### src/rtl/aas_defines.vh
// Shared constants for the autoscan converter sequencer.
// Assumes inclusion by bare name from every design file of the block.
`ifndef AAS_DEFINES_VH
`define AAS_DEFINES_VH

// Conversion timing in core clock cycles and result width in bits.
`define AAS_CONV_CYCLES      138
`define AAS_SAMPLE_CYCLES    84
`define AAS_BIT_CYCLES       6
`define AAS_RES_BITS         8

// Control word field positions.
`define AAS_CTL_RUN          0
`define AAS_CTL_CONT         1
`define AAS_CTL_BIAS         2
`define AAS_CTL_TMR_EN       3
`define AAS_CTL_PIN_EN       4
`define AAS_CTL_FCS_LO       5
`define AAS_CTL_FCS_HI       7
`define AAS_CTL_RESET        8'h00

// Interrupt control word field positions.
`define AAS_ICR_EOS          7
`define AAS_ICR_WA           6

// Threshold page offsets.
`define AAS_THR_LT6          4'h8
`define AAS_THR_LT7          4'h9
`define AAS_THR_UT6          4'hA
`define AAS_THR_UT7          4'hB

// Compare flag layout: upper nibble flags, lower nibble reads as ones.
`define AAS_CMP_C7U          7
`define AAS_CMP_C6U          6
`define AAS_CMP_C7L          5
`define AAS_CMP_C6L          4
`define AAS_CMP_LOW_ONES     4'hF
`define AAS_CMP_RESET        8'h0F

// Interrupt source codes.
`define AAS_SRC_NONE         2'h0
`define AAS_SRC_WA           2'h1
`define AAS_SRC_EOS          2'h2

`define AAS_LAST_CHAN        3'h7
`define AAS_MON_CHAN_A       3'h6

`endif

### src/rtl/aas_sar.v
// Sample and successive approximation timing for one channel.
// Assumes the comparator input is high when the analog input is at or above the trial code.
`timescale 1ns/10ps
`include "aas_defines.vh"

module aas_sar #(
  parameter CONV_CYCLES   = `AAS_CONV_CYCLES,
  parameter SAMPLE_CYCLES = `AAS_SAMPLE_CYCLES,
  parameter BIT_CYCLES    = `AAS_BIT_CYCLES
) (
  input  wire       clock,
  input  wire       rst_n,
  input  wire       start,
  input  wire       abort,
  input  wire       comp_in,
  output reg        busy_r,
  output reg        sample_r,
  output reg  [7:0] trial_r,
  output reg        done_r,
  output reg  [7:0] result_r
);

  reg  [7:0] cnt_r;
  reg  [7:0] work_r;
  reg  [2:0] bit_idx_r;
  reg  [2:0] sub_r;
  wire       conv_end;
  wire       bit_end;

  assign conv_end = (cnt_r == CONV_CYCLES[7:0] - 8'h01);
  assign bit_end  = (cnt_r >= SAMPLE_CYCLES[7:0]) && (sub_r == BIT_CYCLES[2:0] - 3'h1) &&
                    (cnt_r < SAMPLE_CYCLES[7:0] + 8'h30);

  always @(posedge clock)
  begin
    if (!rst_n || abort)
    begin
      busy_r    <= 1'b0;
      sample_r  <= 1'b0;
      trial_r   <= 8'h00;
      done_r    <= 1'b0;
      cnt_r     <= 8'h00;
      work_r    <= 8'h00;
      bit_idx_r <= 3'h7;
      sub_r     <= 3'h0;
      if (!rst_n)
        result_r <= 8'h00;
    end
    else
    begin
      done_r <= 1'b0;
      if (start && !busy_r)
      begin
        busy_r    <= 1'b1;
        sample_r  <= 1'b1;
        cnt_r     <= 8'h00;
        work_r    <= 8'h00;
        bit_idx_r <= 3'h7;
        sub_r     <= 3'h0;
        trial_r   <= 8'h80;
      end
      else if (busy_r)
      begin
        cnt_r <= cnt_r + 8'h01;
        if (cnt_r == SAMPLE_CYCLES[7:0] - 8'h01)
          sample_r <= 1'b0;
        if (cnt_r >= SAMPLE_CYCLES[7:0])
          sub_r <= (sub_r == BIT_CYCLES[2:0] - 3'h1) ? 3'h0 : sub_r + 3'h1;
        if (bit_end)
        begin
          work_r[bit_idx_r] <= comp_in;
          bit_idx_r         <= bit_idx_r - 3'h1;
          trial_r           <= (work_r | ({7'h00, comp_in} << bit_idx_r)) |
                               ((bit_idx_r != 3'h0) ? (8'h01 << (bit_idx_r - 3'h1)) : 8'h00);
        end
        if (conv_end)
        begin
          busy_r   <= 1'b0;
          done_r   <= 1'b1;
          result_r <= work_r;
          trial_r  <= 8'h00;
        end
      end
    end
  end

endmodule // aas_sar

### src/rtl/aas_seq.v
// Autoscan sequencer top: control word, triggers, channel stepping, data, monitors.
// Assumes all inputs synchronous to clock; software strobes are one-cycle pulses.
`timescale 1ns/10ps
`include "aas_defines.vh"

// Function
// - Conversion is 138 core cycles, first 84 of them sampling.
// - Each result is an 8-bit unsigned code against the reference.
// - Continuous bit picks continuous mode, else single; both autoscan.
// - Sequence starts at first channel, increments, stops after channel 7.
// - First channel 3 converts 3 to 7; first channel 7 converts only 7.
// - Run set by software or trigger converts channels into their registers.
// - Single mode clears run after channel 7, flags end, then idles.
// - Continuous mode restarts at first channel until software clears run.
// - End-of-sequence request raised each time channel 7 completes.
// - New result overwrites the channel register.
// - Pin and timer triggers each gated by own enable, then ORed.
// - Enabled trigger sets run; later triggers in continuous flow ignored.
// - Trigger arriving while run is set is ignored.
// - Channels 6 and 7 in range when below upper, at or above lower.
// - Out-of-range result raises window request and sets its compare flag.
// - Four thresholds writable at page offsets 08h to 0Bh.
// - Only upper four compare bits are flags; lower four read one.
// - Compare flags cleared by reset and when software clears window flag.
// - Bias is off after reset and cleared on halt entry.
// - Two maskable request channels, fixed priority, seven priority levels.
// - Window alarm served before simultaneous end-of-sequence, which stays pending.
// - Pending flags cleared only by reset or software; software set raises request.
// - Any control write aborts conversion and reinitialises sequencing.
module aas_seq #(
  parameter CONV_CYCLES   = `AAS_CONV_CYCLES,
  parameter SAMPLE_CYCLES = `AAS_SAMPLE_CYCLES,
  parameter BIT_CYCLES    = `AAS_BIT_CYCLES
) (
  input  wire        clock,
  input  wire        rst_n,
  input  wire        ctrl_wr,
  input  wire [7:0]  ctrl_wdata,
  input  wire        thr_wr,
  input  wire [3:0]  thr_addr,
  input  wire [7:0]  thr_wdata,
  input  wire        irq_ctrl_wr,
  input  wire [7:0]  irq_ctrl_wdata,
  input  wire        eos_irq_enable,
  input  wire        wa_irq_enable,
  input  wire [2:0]  irq_priority,
  input  wire        halt_entry,
  input  wire        pin_trigger_input,
  input  wire        timer_trigger_input,
  input  wire        comp_in,
  output wire [7:0]  control_word,
  output reg         conversion_run_r,
  output reg         analog_bias_on_r,
  output wire [7:0]  compare_flags,
  output reg         end_of_sequence_flag_r,
  output reg         window_alarm_flag_r,
  output reg  [1:0]  irq_source_r,
  output reg  [2:0]  irq_level_r,
  output reg  [63:0] channel_data_r,
  output reg  [7:0]  lt6_r,
  output reg  [7:0]  lt7_r,
  output reg  [7:0]  ut6_r,
  output reg  [7:0]  ut7_r,
  output reg  [2:0]  mux_chan_r,
  output wire        sample_on,
  output wire [7:0]  sar_trial,
  output wire        conv_busy
);

  localparam ST_IDLE = 1'b0;
  localparam ST_CONV = 1'b1;

  reg        state_r;
  reg        state_nxt;
  reg        cont_r;
  reg        tmr_en_r;
  reg        pin_en_r;
  reg  [2:0] first_chan_r;
  reg        pin_prev_r;
  reg        tmr_prev_r;
  reg  [3:0] cmp_flags_r;
  reg        run_nxt;
  reg  [2:0] chan_nxt;
  reg        sar_start;

  wire       sar_done;
  wire [7:0] sar_result;
  wire [3:0] win_hit;
  wire       pin_evt;
  wire       tmr_evt;
  wire       trig;
  wire       seq_end;
  wire       wa_req;
  wire       eos_req;

  ////////////////////////////////////////////////////////////////////////////////
  // Converter core and window monitor.

  aas_sar #(
    .CONV_CYCLES   (CONV_CYCLES),
    .SAMPLE_CYCLES (SAMPLE_CYCLES),
    .BIT_CYCLES    (BIT_CYCLES)
  ) u_sar (
    .clock    (clock),
    .rst_n    (rst_n),
    .start    (sar_start),
    .abort    (ctrl_wr),
    .comp_in  (comp_in),
    .busy_r   (conv_busy),
    .sample_r (sample_on),
    .trial_r  (sar_trial),
    .done_r   (sar_done),
    .result_r (sar_result)
  );

  aas_window u_win (
    .res_valid (sar_done),
    .res_chan  (mux_chan_r),
    .res_data  (sar_result),
    .lt6       (lt6_r),
    .lt7       (lt7_r),
    .ut6       (ut6_r),
    .ut7       (ut7_r),
    .hit       (win_hit)
  );

  ////////////////////////////////////////////////////////////////////////////////
  // Triggers. A falling edge is the start event, so a source stuck low starts once.

  assign pin_evt = pin_en_r && pin_prev_r && !pin_trigger_input;
  assign tmr_evt = tmr_en_r && tmr_prev_r && !timer_trigger_input;
  assign trig    = pin_evt || tmr_evt;

  assign seq_end = sar_done && (mux_chan_r == `AAS_LAST_CHAN);

  assign control_word = {first_chan_r, pin_en_r, tmr_en_r, analog_bias_on_r, cont_r,
                         conversion_run_r};

  assign compare_flags = {cmp_flags_r, `AAS_CMP_LOW_ONES};

  ////////////////////////////////////////////////////////////////////////////////
  // Sequencing.

  always @*
  begin
    run_nxt   = conversion_run_r;
    chan_nxt  = mux_chan_r;
    state_nxt = state_r;
    sar_start = 1'b0;
    if (ctrl_wr)
    begin
      run_nxt   = ctrl_wdata[`AAS_CTL_RUN];
      chan_nxt  = ctrl_wdata[`AAS_CTL_FCS_HI:`AAS_CTL_FCS_LO];
      state_nxt = ST_IDLE;
    end
    else
    begin
      case (state_r)
        ST_IDLE:
        begin
          if (conversion_run_r)
          begin
            sar_start = 1'b1;
            state_nxt = ST_CONV;
          end
        end
        ST_CONV:
        begin
          if (sar_done)
          begin
            state_nxt = ST_IDLE;
            if (seq_end)
            begin
              chan_nxt = first_chan_r;
              if (!cont_r)
                run_nxt = 1'b0;
            end
            else
            begin
              chan_nxt = mux_chan_r + 3'h1;
            end
          end
        end
        default:
        begin
          state_nxt = ST_IDLE;
        end
      endcase
    end
    if (trig && !conversion_run_r)
      run_nxt = 1'b1;
  end

  always @(posedge clock)
  begin
    if (!rst_n)
    begin
      state_r          <= ST_IDLE;
      conversion_run_r <= 1'b0;
      cont_r           <= 1'b0;
      tmr_en_r         <= 1'b0;
      pin_en_r         <= 1'b0;
      first_chan_r     <= 3'h0;
      mux_chan_r       <= 3'h0;
      analog_bias_on_r <= 1'b0;
      pin_prev_r       <= 1'b0;
      tmr_prev_r       <= 1'b0;
    end
    else
    begin
      state_r          <= state_nxt;
      conversion_run_r <= run_nxt;
      mux_chan_r       <= chan_nxt;
      pin_prev_r       <= pin_trigger_input;
      tmr_prev_r       <= timer_trigger_input;
      if (ctrl_wr)
      begin
        cont_r       <= ctrl_wdata[`AAS_CTL_CONT];
        tmr_en_r     <= ctrl_wdata[`AAS_CTL_TMR_EN];
        pin_en_r     <= ctrl_wdata[`AAS_CTL_PIN_EN];
        first_chan_r <= ctrl_wdata[`AAS_CTL_FCS_HI:`AAS_CTL_FCS_LO];
      end
      if (halt_entry)
        analog_bias_on_r <= 1'b0;
      else if (ctrl_wr)
        analog_bias_on_r <= ctrl_wdata[`AAS_CTL_BIAS];
    end
  end

  ////////////////////////////////////////////////////////////////////////////////
  // Result and threshold storage.

  // Channel index of a storage slot, cut to the multiplexer width on purpose.
  function [2:0] chan_id;
    input integer idx;
    begin
      chan_id = idx[2:0];
    end
  endfunction

  genvar gi;
  generate
    for (gi = 0; gi < 8; gi = gi + 1)
    begin : g_data
      always @(posedge clock)
      begin
        if (!rst_n)
          channel_data_r[gi*8 +: 8] <= 8'h00;
        else if (sar_done && (mux_chan_r == chan_id(gi)))
          channel_data_r[gi*8 +: 8] <= sar_result;
      end
    end
  endgenerate

  always @(posedge clock)
  begin
    if (!rst_n)
    begin
      lt6_r <= 8'h00;
      lt7_r <= 8'h00;
      ut6_r <= 8'h00;
      ut7_r <= 8'h00;
    end
    else if (thr_wr)
    begin
      case (thr_addr)
        `AAS_THR_LT6: lt6_r <= thr_wdata;
        `AAS_THR_LT7: lt7_r <= thr_wdata;
        `AAS_THR_UT6: ut6_r <= thr_wdata;
        `AAS_THR_UT7: ut7_r <= thr_wdata;
        default:      lt6_r <= lt6_r;
      endcase
    end
  end

  ////////////////////////////////////////////////////////////////////////////////
  // Pending flags and request arbitration. Hardware sets win over software clears.

  always @(posedge clock)
  begin
    if (!rst_n)
    begin
      cmp_flags_r            <= 4'h0;
      end_of_sequence_flag_r <= 1'b0;
      window_alarm_flag_r    <= 1'b0;
    end
    else
    begin
      if (irq_ctrl_wr && !irq_ctrl_wdata[`AAS_ICR_WA])
        cmp_flags_r <= win_hit;
      else
        cmp_flags_r <= cmp_flags_r | win_hit;
      if (irq_ctrl_wr)
      begin
        end_of_sequence_flag_r <= irq_ctrl_wdata[`AAS_ICR_EOS] || seq_end;
        window_alarm_flag_r    <= irq_ctrl_wdata[`AAS_ICR_WA] || (win_hit != 4'h0);
      end
      else
      begin
        end_of_sequence_flag_r <= end_of_sequence_flag_r || seq_end;
        window_alarm_flag_r    <= window_alarm_flag_r || (win_hit != 4'h0);
      end
    end
  end

  assign wa_req  = window_alarm_flag_r && wa_irq_enable;
  assign eos_req = end_of_sequence_flag_r && eos_irq_enable;

  always @(posedge clock)
  begin
    if (!rst_n)
    begin
      irq_source_r <= `AAS_SRC_NONE;
      irq_level_r  <= 3'h0;
    end
    else
    begin
      if (wa_req)
        irq_source_r <= `AAS_SRC_WA;
      else if (eos_req)
        irq_source_r <= `AAS_SRC_EOS;
      else
        irq_source_r <= `AAS_SRC_NONE;
      irq_level_r <= (wa_req || eos_req) ? irq_priority : 3'h0;
    end
  end

endmodule // aas_seq

### src/rtl/aas_window.v
// Window comparison of a fresh channel 6 or 7 result against its thresholds.
// Assumes the result is valid only in the cycle that res_valid is high.
`timescale 1ns/10ps
`include "aas_defines.vh"

module aas_window (
  input  wire       res_valid,
  input  wire [2:0] res_chan,
  input  wire [7:0] res_data,
  input  wire [7:0] lt6,
  input  wire [7:0] lt7,
  input  wire [7:0] ut6,
  input  wire [7:0] ut7,
  output wire [3:0] hit
);

  wire is6;
  wire is7;

  assign is6 = res_valid && (res_chan == `AAS_MON_CHAN_A);
  assign is7 = res_valid && (res_chan == `AAS_LAST_CHAN);

  assign hit[3] = is7 && (res_data >= ut7);
  assign hit[2] = is6 && (res_data >= ut6);
  assign hit[1] = is7 && (res_data < lt7);
  assign hit[0] = is6 && (res_data < lt6);

endmodule // aas_window
### config.mk
export PLATFORM = sky130hd
export DESIGN_NAME = aas_seq
export DESIGN_NICKNAME = d
export VERILOG_FILES = /design/src/rtl/aas_sar.v /design/src/rtl/aas_seq.v /design/src/rtl/aas_window.v
export VERILOG_INCLUDE_DIRS = /design/src /design/src/rtl
export SDC_FILE = /design/constraint.sdc
export NUM_CORES = 1
export LEC_CHECK = 0
export BUFFER_PORTS_ARGS = -buffer_cell sky130_fd_sc_hd__buf_2
export CORE_MARGIN = 2
export CORE_UTILIZATION = 38
export CTS_BUF_LIST = sky130_fd_sc_hd__clkbuf_4 sky130_fd_sc_hd__clkbuf_8
export DETAILED_ROUTE_END_ITERATION = 16
export PLACE_DENSITY = 0.65
export SLEW_MARGIN = 40
export SYNTH_ARGS = -nofsm -noshare
export SYNTH_HDL_FRONTEND = slang
export SYNTH_SLANG_ARGS = --single-unit
### constraint.sdc
create_clock -name clock -period 2.8 [get_ports clock]
set_input_delay 0.7 -clock clock [delete_from_list [all_inputs] [get_ports clock]]
set_output_delay 0.7 -clock clock [all_outputs]
set_load 0.01 [all_outputs]
Word-level counts from Yosys, hierarchy flattened
Index checks and enable logic that the tools add are counted.

Output and inout port bits: 134. Register bits after elaboration: 162. Bits of input ports: 42.

Reduce and logical (&&, ||, !) cells: 69. Equality and inequality tests: 17. Shift-type cells: 2. Muxes and demuxes: 41. Bitwise logic cells: 6. Order comparisons: 8. Add/sub/neg operators: 4.

Operators with widths (count): two-way mux 8 bit (10); logical AND 1 bit (24); AND reduction 2 bit (11); two-way mux 1 bit (21); == test 4 bit (second input constant) (4); >= comparator 8 bit (2); less-than comparator 8 bit (2); OR 8 bit (2); == test 3 bit (second input constant) (5); two-way mux 3 bit (5); nonzero test 3 bit (5); nonzero test 2 bit (7); adder 8 x 1 -> 8 bit (second input constant) (1); bitwise mux 8 bit (1); == test 8 x 7 -> 1 bit (second input constant) (1); == test 8 bit (second input constant) (1); >= comparator 8 x 7 -> 1 bit (second input constant) (1); less-than comparator 8 bit (second input constant) (1); AND reduction 4 bit (2); OR reduction 2 bit (4); left shift 1 x 3 -> 8 bit (1); left shift 1 x 3 -> 8 bit (first input constant) (1); logical OR 1 bit (7); adder 3 x 1 -> 3 bit (second input constant) (2); other kinds (18) (26).

Logic depth before layout (Yosys ltp)
Gate-level depths: netlist of the first run.

Word-level depth: 8. Gate-level depth with buffers: 8. Depth with buffers taken out: 7.

By module
Synthesis of the first run repeated with hierarchy kept, for this count alone.

Cells, all modules: 788. Area, all modules: 7654.8 um^2.

Modules (own cells, without submodules): aas_seq (cells an instance 472, area each 4792.1 um^2, times used 1); aas_sar (cells an instance 215, area each 2104.5 um^2, times used 1); aas_window (cells an instance 101, area each 758.2 um^2, times used 1).

Least setup slack after synthesis of the first run
No wires, ideal clock.

Path kind: in2reg. Start point: in ctrl_wr. End point: reg u_sar.result_r[0], enable pin. Stages on the path: 3. Slack: 624 ps. Data required time: 2416 ps. Arrival: 1792 ps. Buffers on the path: 2. Cell sequence: clkbuf_1 clkbuf_1 o21ai_0.

Longest elaborated chain between the ends: 4. Elaborated cells on any way between the ends: 8. Classes of those cells: 2 x eq/ne; 1 x mux; 5 x reduce/logical.

Ends and longest elaborated chain: from (decl) (line aas_seq.v:37) `input wire ctrl_wr,`; two-way mux 1 bit (line aas_seq.v:150) `if (ctrl_wr)`; logical AND 1 bit (line aas_sar.v:52) `if (start && !busy_r)`; inequality test 2 x 1 -> 1 bit (no line); AND reduction 4 bit (no line) (*); to (signal assigned) (line aas_sar.v:80) `result_r <= work_r;`; to (decl) (line aas_sar.v:20) `output reg [7:0] result_r`.

Every way passes the cells marked *; elsewhere a longest branch is shown, timed or not. A chain may end at the register's enable or synchronous reset.

Final worst setup path of the first run
Start point: reg u_sar.result_r[1]. End point: reg window_alarm_flag_r.

Longest elaborated chain between the ends: 5. Elaborated cells on any way between the ends: 12. Classes of those cells: 4 x order compare; 1 x mux; 7 x reduce/logical.

Ends and longest elaborated chain: less-than comparator 8 bit (tied with other cells) (line aas_window.v:26) `assign hit[0] = is6 && (res_data < lt6);`; logical AND 1 bit (on tied branches); nonzero test 4 bit (*) (line aas_seq.v:296, aas_seq.v:301); logical OR 1 bit (on tied branches) (line aas_seq.v:301, aas_seq.v:296); two-way mux 1 bit (*) (line aas_seq.v:293) `if (irq_ctrl_wr)`; to (signal assigned) (line aas_seq.v:296) `` window_alarm_flag_r <= irq_ctrl_wdata[`AAS_ICR_WA] || (win_hit != 4'h0); ``; to (signal assigned) (line aas_seq.v:301) `window_alarm_flag_r <= window_alarm_flag_r || (win_hit != 4'h0);`; to (decl) (line aas_seq.v:56) `output reg window_alarm_flag_r,`.

Marked as above.

==> impl.org, run 1 <==
** STA
- Setup repair after global routing left no endpoint under its margin.
- Max-slew headroom at the worst pin :: 54.3%
- Dividing the final minimum period by the clock period gives 79.8%.
- Final hold violation count :: 0
- For the final database, setup skew stands at about 17 ps.
- Maximum frequency from static timing analysis :: 448 MHz
- Tightest Pin Transition :: 686 ps
- Setup slack closes at 567 ps.
- Pins over their slew limit :: 0
- Total Neg Setup Slack :: 0 ps
- Time the final worst path needs with I/O delays and setup :: about 2200 ps
- Setup violation total in the final timing report :: 0

** Place
- Number of port buffers :: 165
- In this run the cell area measured after placement is 0.00822 mm^2.
- Timing analysis after detailed placement gives a worst setup slack of ~450 ps.
- Estimated wirelength of the detail-placed design :: 13.6 mm
- The congestion estimate from routability-driven global placement came to 0.873.

** Drt
- The final layout contains routed wiring with a total length of 19.1 mm.
- For this block, the initial DRC count from the detailed router was roughly 320.
- DRC :: 0
- After detailed routing, the average wire length per cell comes to 15.9 um.
- In the routed layout, each cell is associated on average with a via count of 5.05.
- In this run the remaining antenna-violating nets after routing total 0.
- Number of vias in the routed layout :: between 6k and 7k
- Before antenna repair, the detailed router went through 6 iterations.

** Global route
- Pin count of the biggest net entering global routing :: 114
- Total routing resource utilization after global routing :: 18.9%
- Leftover overflow at the end of global routing :: 0
- The number of antenna violations at the first check in global routing came to 1.
- Wire length of the first global-routing pass :: 29.5 mm
- The number of global-route vias before repair was 5501.

** Setup path
- The worst setup path is captured at a flop.
- Number of cells on the worst reg-to-reg path :: 6
- CP Class :: flop to flop
- The worst register-to-register path has a setup slack of ~570 ps.
- STA puts the critical path data required time at 3170 ps.
- The worst setup path is launched from a flop.
- Worst R2R Start :: u_sar.result_r[1]$_SDFFCE_PP0P_
- In this run the worst path has a maximum fanout of 12.
- CP arrival :: 2600 ps
- R2r endpoint :: window_alarm_flag_r$_SDFF_PN0_

** Final layout
- Fraction of final layout cells with drive strength greater than 1 :: about 23%
- Leaving out fill and tap cells, the most frequent cell in the layout is sky130_fd_sc_hd__buf_2.
- Synth-to-layout area growth :: 18.8%
- In the layout the commonest cells are sky130_fd_sc_hd__buf_2 (165), sky130_fd_sc_hd__dfxtp_1 (154), sky130_fd_sc_hd__nand2_1 (98), sky130_fd_sc_hd__a21oi_1 (83), sky130_fd_sc_hd__nor2_1 (80).
- After routing the design area is 0.00860 mm^2.
- Number of nets in the final layout :: 1043

** CTS
- Clk Latency, worst-skew pair :: around 460 ps
- Number of instances resized during post-cts repair :: 0
- In this run, CTS created clock tree buffers numbering 17.
- The clock passes through at most 2 buffers.
- Number of clock sinks seen by CTS :: about 160
- Hold repair after CTS inserted 0 buffers.
- Root Driver :: sky130_fd_sc_hd__clkbuf_8
- In this run the post-CTS setup repair buffer count came out at 0.
- Clock transition at the registers of the reported paths :: approximately 80 ps
- Total number of H-tree levels :: 4
- Clock tree from TritonCTS :: done

** Synth
- The synthesized design spends more area on one cell type than any other, namely sky130_fd_sc_hd__dfxtp_1.
- Register bit count reported by yosys :: approximately 160
- Number of distinct standard cells referenced by the synthesized netlist :: 59
- By area the synthesized netlist is led by sky130_fd_sc_hd__dfxtp_1 (43%), sky130_fd_sc_hd__mux2i_1 (8.3%), sky130_fd_sc_hd__ha_1 (7.6%).
- Ys async rst share :: 0%
- Number of warnings reported in the yosys synthesis log :: 0
- Counting every instance in the synthesized netlist gives slightly above 800.
- Of the synthesized area, sequential elements account for a little under half.
- The synthesized netlist occupies a cell area of 0.00724 mm^2.
- Synthesized area per cell :: 8.89 um^2
- Counting flops with a built-in enable in the synthesized netlist gives 8.
- The share of synthesized area in the top cell type comes to 42.6%.
- Ys flop type :: sky130_fd_sc_hd__dfxtp_1

** Pwr
- VDD sags by at most 0.297 mV.
- Dividing total power by cell area gives a power density of about 500 mW/mm^2.
- Leakage :: 0.00377 uW

** Die
- The die is 142 um tall.
- Full die area :: 0.0202 mm^2
- After floorplanning, the core was divided into 50 placement rows.
- For this configuration, the core starts out at a cell density of 38.7%.
- Core Footprint :: 0.0187 mm^2
- Number of top-level pins :: 176
- Width of the die :: between 100 and 150 um

** Min path
- In this run the most critical hold path is launched from wa_irq_enable.
- The worst hold path was traced through 2 stages.
- The worst hold path terminates at irq_source_r[1]$_SDFF_PP0_.
- The worst hold path belongs to the class input pin to flop.

** Job
- Maximum Capacitance Violations :: 0

** Run status
- The flow ran to the end, and the final reports show no timing, DRC or antenna violations.
per-stage QoR:
stage / std cells / total power [uW] / hold WS (ps) / utilization, %
3_3_place_gp: 1172 / 2680 / 439 / 44.0
4_1_cts: 1201 / 4360 / 391 / 46.0
3_5_place_dp: 1172 / 2690 / 444 / 44.0
2_1_floorplan: 817 / 2580 / 443 / -
6_report: 1202 / 4310 / 428 / 46.0
5_1_grt: 1201 / 4490 / 399 / 46.0
registers in the layout, indices dropped and copies added (netlist names), 4 cells and up:
register / flops
lt7_r: 8
ut6_r: 8
u_sar.trial_r: 8
u_sar.work_r: 8
cmp_flags_r: 4
lt6_r: 8
ut7_r: 8
u_sar.cnt_r: 8
channel_data_r: 64
u_sar.result_r: 8
layer usage:
layer	track usage, %	share of wire (%)	up-vias
met4	5.89	1.5	0
met5	0	0	-
met2	30.4	47	156
met3	4.41	5.7	22
met1	25.1	46	2849
li1	-	-	3042
critical path, stage by stage, from the launching register on:
cell and delay, ps:
sky130_fd_sc_hd__edfxtp_1 690, sky130_fd_sc_hd__ha_1 330, sky130_fd_sc_hd__or3b_1 350, sky130_fd_sc_hd__o2111ai_1 100, sky130_fd_sc_hd__a31oi_1 100, sky130_fd_sc_hd__a2111o_1 370
sky130_fd_sc_hd__a41oi_1 190
how the worst max path moves through the flow:
stage                                          from                               to  cells past startpoint  slack (ps)
global placement                              rst_n    u_sar.trial_r[3]$_SDFFE_PP0P_                      5         510
floorplan                                   ctrl_wr  u_sar.result_r[0]$_SDFFCE_PP0P_                      3         620
global route        u_sar.result_r[1]$_SDFFCE_PP0P_   window_alarm_flag_r$_SDFF_PN0_                      5         440
detailed placement                            rst_n    u_sar.trial_r[0]$_SDFFE_PP0P_                      5         450
finish              u_sar.result_r[1]$_SDFFCE_PP0P_   window_alarm_flag_r$_SDFF_PN0_                      6         570
CTS                 u_sar.result_r[1]$_SDFFCE_PP0P_   window_alarm_flag_r$_SDFF_PN0_                      6         540
layout make-up:
| cell class | instances | area (um^2) |
|---|---|---|
| well taps | 234 | 293 |
| clock inverters | 10 | 111 |
| fillers | 1894 | 10100 |
| repair buffers | 180 | 951 |
| diodes | 1 | 2.50 |
| inverters | 44 | 166 |
| multi-input cells | 552 | 3490 |
| clock buffers | 19 | 262 |
| flip-flops and latches | 162 | 3320 |
synthesized netlist by cell type, types with 7 or more instances:
cell and n:
sky130_fd_sc_hd__clkbuf_1 40, sky130_fd_sc_hd__buf_4 9, sky130_fd_sc_hd__a21oi_1 83, sky130_fd_sc_hd__nor2_1 80
sky130_fd_sc_hd__a21o_1 9, sky130_fd_sc_hd__nand2b_1 10, sky130_fd_sc_hd__inv_1 41, sky130_fd_sc_hd__mux2i_1 60
sky130_fd_sc_hd__dfxtp_1 154, sky130_fd_sc_hd__ha_1 44, sky130_fd_sc_hd__edfxtp_1 8, sky130_fd_sc_hd__and2_1 14
sky130_fd_sc_hd__nand2_1 98, sky130_fd_sc_hd__nand3_1 55, sky130_fd_sc_hd__a31oi_1 9, sky130_fd_sc_hd__o211ai_1 7
power by group:
part | leakage [uW] | internal [uW] | total [uW] | switching, uW
registers | 0.00133 | 2350 | 2380 | 35.7
clock network | 0.000193 | 821 | 1680 | 863
logic | 0.00225 | 95.7 | 249 | 154
kinds of logic after synthesis:
kind of cell	count (synthesis)	share of synthesized area (%)
buffers and inverters	103	6.00
adders and majority gates	44	7.61
xor gates and xnor gates	11	1.33
AOI/OAI and AO/OA	143	12.2
DFF	162	45.9
other	1	0.0518
muxes	60	8.30
and+or+nand+nor	290	18.6
Note: power is estimated with default switching activity, not from simulation.
==> inputs of run 2 (changes only) <==
--- a/config.mk
+++ b/config.mk
@@ -6,6 +6,7 @@
 export SDC_FILE = /design/constraint.sdc
 export NUM_CORES = 1
 export LEC_CHECK = 0
+export ABC_AREA = 1
 export BUFFER_PORTS_ARGS = -buffer_cell sky130_fd_sc_hd__buf_2
 export CORE_MARGIN = 2
 export CORE_UTILIZATION = 38
==> constraint.sdc (replaced) <==
create_clock -name clock -period 2.08 [get_ports clock]
set_input_delay 0.52 -clock clock [delete_from_list [all_inputs] [get_ports clock]]
set_output_delay 0.52 -clock clock [all_outputs]
set_load 0.01 [all_outputs]
==> run 2 against run 1 <==
Wire length up 1.7%. Critical path depth up 4. Combinational power up 67%. Global-route usage up 0.44 points. Worst setup slack worse by 320 ps. Synthesized cell count up 14%. Maximum frequency up 22%. Register-to-register slack worse by 320 ps. Highest routed layer unchanged.
==> impl.org, run 2 <==
** Synth
- Synthesized instance count :: 924
- The synthesized netlist contains 40 unique library cells.
- Area leader, netlist :: sky130_fd_sc_hd__dfxtp_1
- Dominant combinational cell family by area after synthesis :: compound AO/OA/AOI/OAI gates
- The mapped netlist covers a little over 0.007 mm^2.
- In this run the biggest area consumer among cell types represents 43.0% of the synthesized area.
- Ys async rst share :: 0%
- Number of warnings reported in the yosys synthesis log :: 0
- Leading post-synthesis cells by instance count :: sky130_fd_sc_hd__dfxtp_1 (154), sky130_fd_sc_hd__inv_1 (130), sky130_fd_sc_hd__a21oi_1 (129)
- Synthesized area per cell :: around 7.8 um^2
- Portion of the post-synthesis area used by sequential elements :: between 40% and 50%
- Compound-Gate Fraction of Synth Area :: 19.1%
- Ys flop type :: sky130_fd_sc_hd__dfxtp_1
- Basic-gate share of the synthesized area counting and, or, nand and nor cells :: 15.9%
- Counting flops with a built-in enable in the synthesized netlist gives 8.
- Most area-consuming cells after synthesis :: sky130_fd_sc_hd__dfxtp_1 (43%), sky130_fd_sc_hd__a21oi_1 (9.0%), sky130_fd_sc_hd__ha_1 (7.7%)
- Of the total synthesized cell area, the portion taken by XOR and XNOR cells is less than 1%.
- After Yosys synthesis, full adders, half adders and majority gates account for between 7 and 8% of the synthesized area.
- In the synthesized netlist, mux cells make up 0% of the area.
- Register bit count reported by yosys :: 162
- The most common cell in the synthesized netlist is sky130_fd_sc_hd__dfxtp_1.

** CTS
- Clock transition at the registers of the reported paths :: 80 ps
- Total number of H-tree levels :: 4
- Clk Latency, worst-skew pair :: roughly 460 ps
- TritonCTS built the clock tree.
- Number of clock sinks seen by CTS :: 162
- Buffers from clock root to sink, at most :: 2
- Number of instances resized during post-cts repair :: 0
- Clock tree synthesis selected as its root buffer the cell sky130_fd_sc_hd__clkbuf_8.
- Clock tree synthesis inserted a total of 17 buffers.

** Final layout
- The sequential cells in the finished layout cover a total of 0.00332 mm^2.
- The register with the most flip-flops in the layout has 64 of them.
- The area growth from synthesis to layout is 19.7%.
- The count of cells in the finished layout, fillers not included, comes to 1333.
- Of the cells placed in the final design, the portion with a size suffix greater than 1 is 21.6%.
- Multi-input combinational cell area :: 0.00308 mm^2
- At the end of the flow, the number of nets in the layout was 1176.
- Largest register by flop count :: channel_data_r
- The filler cells instantiated in the layout total 1916.
- Cells fill roughly 46% of the core in the end.
- The number of antenna diodes in the final layout is 0.
- In the layout the commonest cells are sky130_fd_sc_hd__buf_2 (165), sky130_fd_sc_hd__dfxtp_1 (154), sky130_fd_sc_hd__inv_1 (130), sky130_fd_sc_hd__a21oi_1 (129), sky130_fd_sc_hd__nand2_1 (125).
- Leading cell type in the layout, fill and taps excluded :: sky130_fd_sc_hd__buf_2

** Setup path
- The worst setup path is launched from a flop.
- The startpoint identified for the worst register-to-register timing path is u_sar.result_r[7]$_SDFFCE_PP0P_.
- For the worst setup path, the data required time is 2430 ps.
- Data on the critical path arrives at its endpoint at 2180 ps.
- Highest fanout seen on the critical path :: 7
- STA classifies the critical path endpoint as a flop.
- The setup path with the least slack is of type flop to flop.
- Number of cells on the worst reg-to-reg path :: 10
- R2r endpoint :: window_alarm_flag_r$_SDFF_PN0_
- Setup slack on the worst flop-to-flop path :: 250 ps

** Global route
- For this run, the total global-route usage over all layers was measured as 19.3%.
- Leftover overflow at the end of global routing :: 0
- The number of antenna violations at the first check in global routing came to 0.
- The number of global-route vias before repair came to 5793.
- Pin count of the biggest net entering global routing :: 102
- The first global-routing pass estimated 30.2 mm of wire.

** STA
- Setup repair after global routing left no endpoint under its margin.
- Clock skew after layout :: 11.5 ps
- Tightest Pin Transition :: 571 ps
- Headroom to the max-slew limit came out at 61.9%.
- Maximum frequency from static timing analysis :: 546 MHz
- The smallest clock period supported by the final layout is computed as between 1500 and 2000 ps.
- Final hold violation count :: 0
- Pins over their slew limit :: 0
- The worst path uses 88.1% of the clock period.
- Total Neg Setup Slack :: 0 ps
- Setup violations remaining at the end of the flow were counted as 0.

** Pwr
- Combinational cells account for 7.2% of the total power.
- Power per unit of standard cell area :: approximately 670 mW/mm^2
- Maximum VDD drop :: 0.415 mV
- Sequential power share :: 55.8%
- The analysis attributes to cell leakage a power of roughly 0.004 uW.
- The clock network accounts for a little under two fifths of the total power.
- Of the total power, the share spent switching nets is 24.4%.
- Summing internal, switching and leakage power gives 5740 uW.
- The analysis attributes to net switching a power of 1400 uW.
- Cell internal power was estimated by the tool at approximately 4300 uW.

** Drt
- Detailed routing inserted a total of 6310 vias.
- The pre-antenna-repair detailed-routing pass consisted of 5 iterations.
- The detail route stage leaves a number of antenna-violating nets equal to 0.
- After detailed routing, the average wire length per cell comes to 14.6 um.
- DRT Wirelength :: 19.5 mm
- In the routed design, unresolved DRC markers number 0.
- After the first detailed-routing iteration, the DRC count stood at 349.
- Via-per-instance ratio :: 4.73

** Min path
- Worst Hold Depth :: 2
- Worst hold endpoint :: analog_bias_on_r$_SDFFE_PP0P_
- The worst hold path belongs to the class input pin to flop.
- Startpoint of the most critical hold path :: halt_entry

** Die
- From left edge to right edge, the die measures 141 um.
- Row generation in the floorplan step produced 50 rows.
- Core Footprint :: 0.0186 mm^2
- The floorplan step set the die height to roughly 140 um.
- Full die area :: 0.0200 mm^2
- Starting density of the core :: 38.6%
- For this design the top-level I/O count stands at 176.

** Place
- Final Wtd Congestion :: 0.869
- Number of cells in the design after placement :: 1303
- Estimated wirelength of the detail-placed design :: roughly 14 mm
- Number of port buffers :: between 150 and 200

** Job
- Maximum Capacitance Violations :: 0

** Run status
- The flow ran to the end, and the final reports show no timing, DRC or antenna violations.
run 2: kinds of logic (layout without fill, tap and decap cells):
logic type	Yosys count	count (layout)
buf+inv	183	355
fa+ha+maj	44	44
xor+xnor	2	2
compound gates	263	263
flops	162	162
simple gates	269	269
other cells	1	4
run 2: power groups by stage:
stage                     Sequential (uW)  Clock [uW]  Combinational, uW
after floorplan                      3280           0                246
after global placement               3270           0                405
after detailed placement             3280           0                412
after CTS                            3200        2180                415
after global routing                 3210        2300                473
final                                3200        2120                416
run 2: metrics by stage:
step           area [um^2]  worst slack [ps]  hold WS (ps)
3_3_place_gp          8220               187           429
3_5_place_dp          8220               156           434
4_1_cts               8560               154           195
5_1_grt               8580              83.2           216
2_1_floorplan         7170               274           437
6_report              8580               248           210
run 2: final cells by class:
class,instances,area share (%)
clock inverter,6,0.700
tap,234,3.41
clock buffer,22,3.31
sequential,162,38.7
inverter,139,6.08
multi-input combinational,582,36.0
timing repair buffer,188,11.8
run 2: metal layers:
layer	vias to the layer above	share of wire (%)	track usage (%)
met5	-	0	0
met2	138	46	31.7
met1	2829	48	25.6
met3	23	4.6	3.71
li1	3320	-	-
met4	0	1.8	6.58
run 2: repair_timing:
action | 4_1_cts | 5_1_grt
buffers inserted | 0 | 2
hold buffers | 0 | 0
setup endpoints to repair | 0 | 1
run 2: worst max-delay path, cell delays in order, from the launching register on:
cell and delay [ps]:
sky130_fd_sc_hd__edfxtp_1 530, sky130_fd_sc_hd__ha_1 350, sky130_fd_sc_hd__nand2_1 70, sky130_fd_sc_hd__inv_1 40, sky130_fd_sc_hd__nor2_1 100, sky130_fd_sc_hd__o21a_1 130
sky130_fd_sc_hd__nand2_1 60, sky130_fd_sc_hd__nand2_1 90, sky130_fd_sc_hd__nand2_1 60, sky130_fd_sc_hd__nor2_1 200, sky130_fd_sc_hd__a21oi_1 90
run 2: worst max path at each step:
stage / from / end / slack, ps / depth (start not counted)
after global routing: u_sar.result_r[0]$_SDFFCE_PP0P_ / window_alarm_flag_r$_SDFF_PN0_ / 80 / 12
after detailed placement: u_sar.result_r[7]$_SDFFCE_PP0P_ / window_alarm_flag_r$_SDFF_PN0_ / 160 / 10
final: u_sar.result_r[7]$_SDFFCE_PP0P_ / window_alarm_flag_r$_SDFF_PN0_ / 250 / 10
after global placement: u_sar.result_r[7]$_SDFFCE_PP0P_ / window_alarm_flag_r$_SDFF_PN0_ / 190 / 10
after floorplan: u_sar.bit_idx_r[0]$_SDFFE_PP1P_ / u_sar.trial_r[5]$_SDFFE_PP0P_ / 270 / 8
after CTS: u_sar.result_r[7]$_SDFFCE_PP0P_ / window_alarm_flag_r$_SDFF_PN0_ / 150 / 10
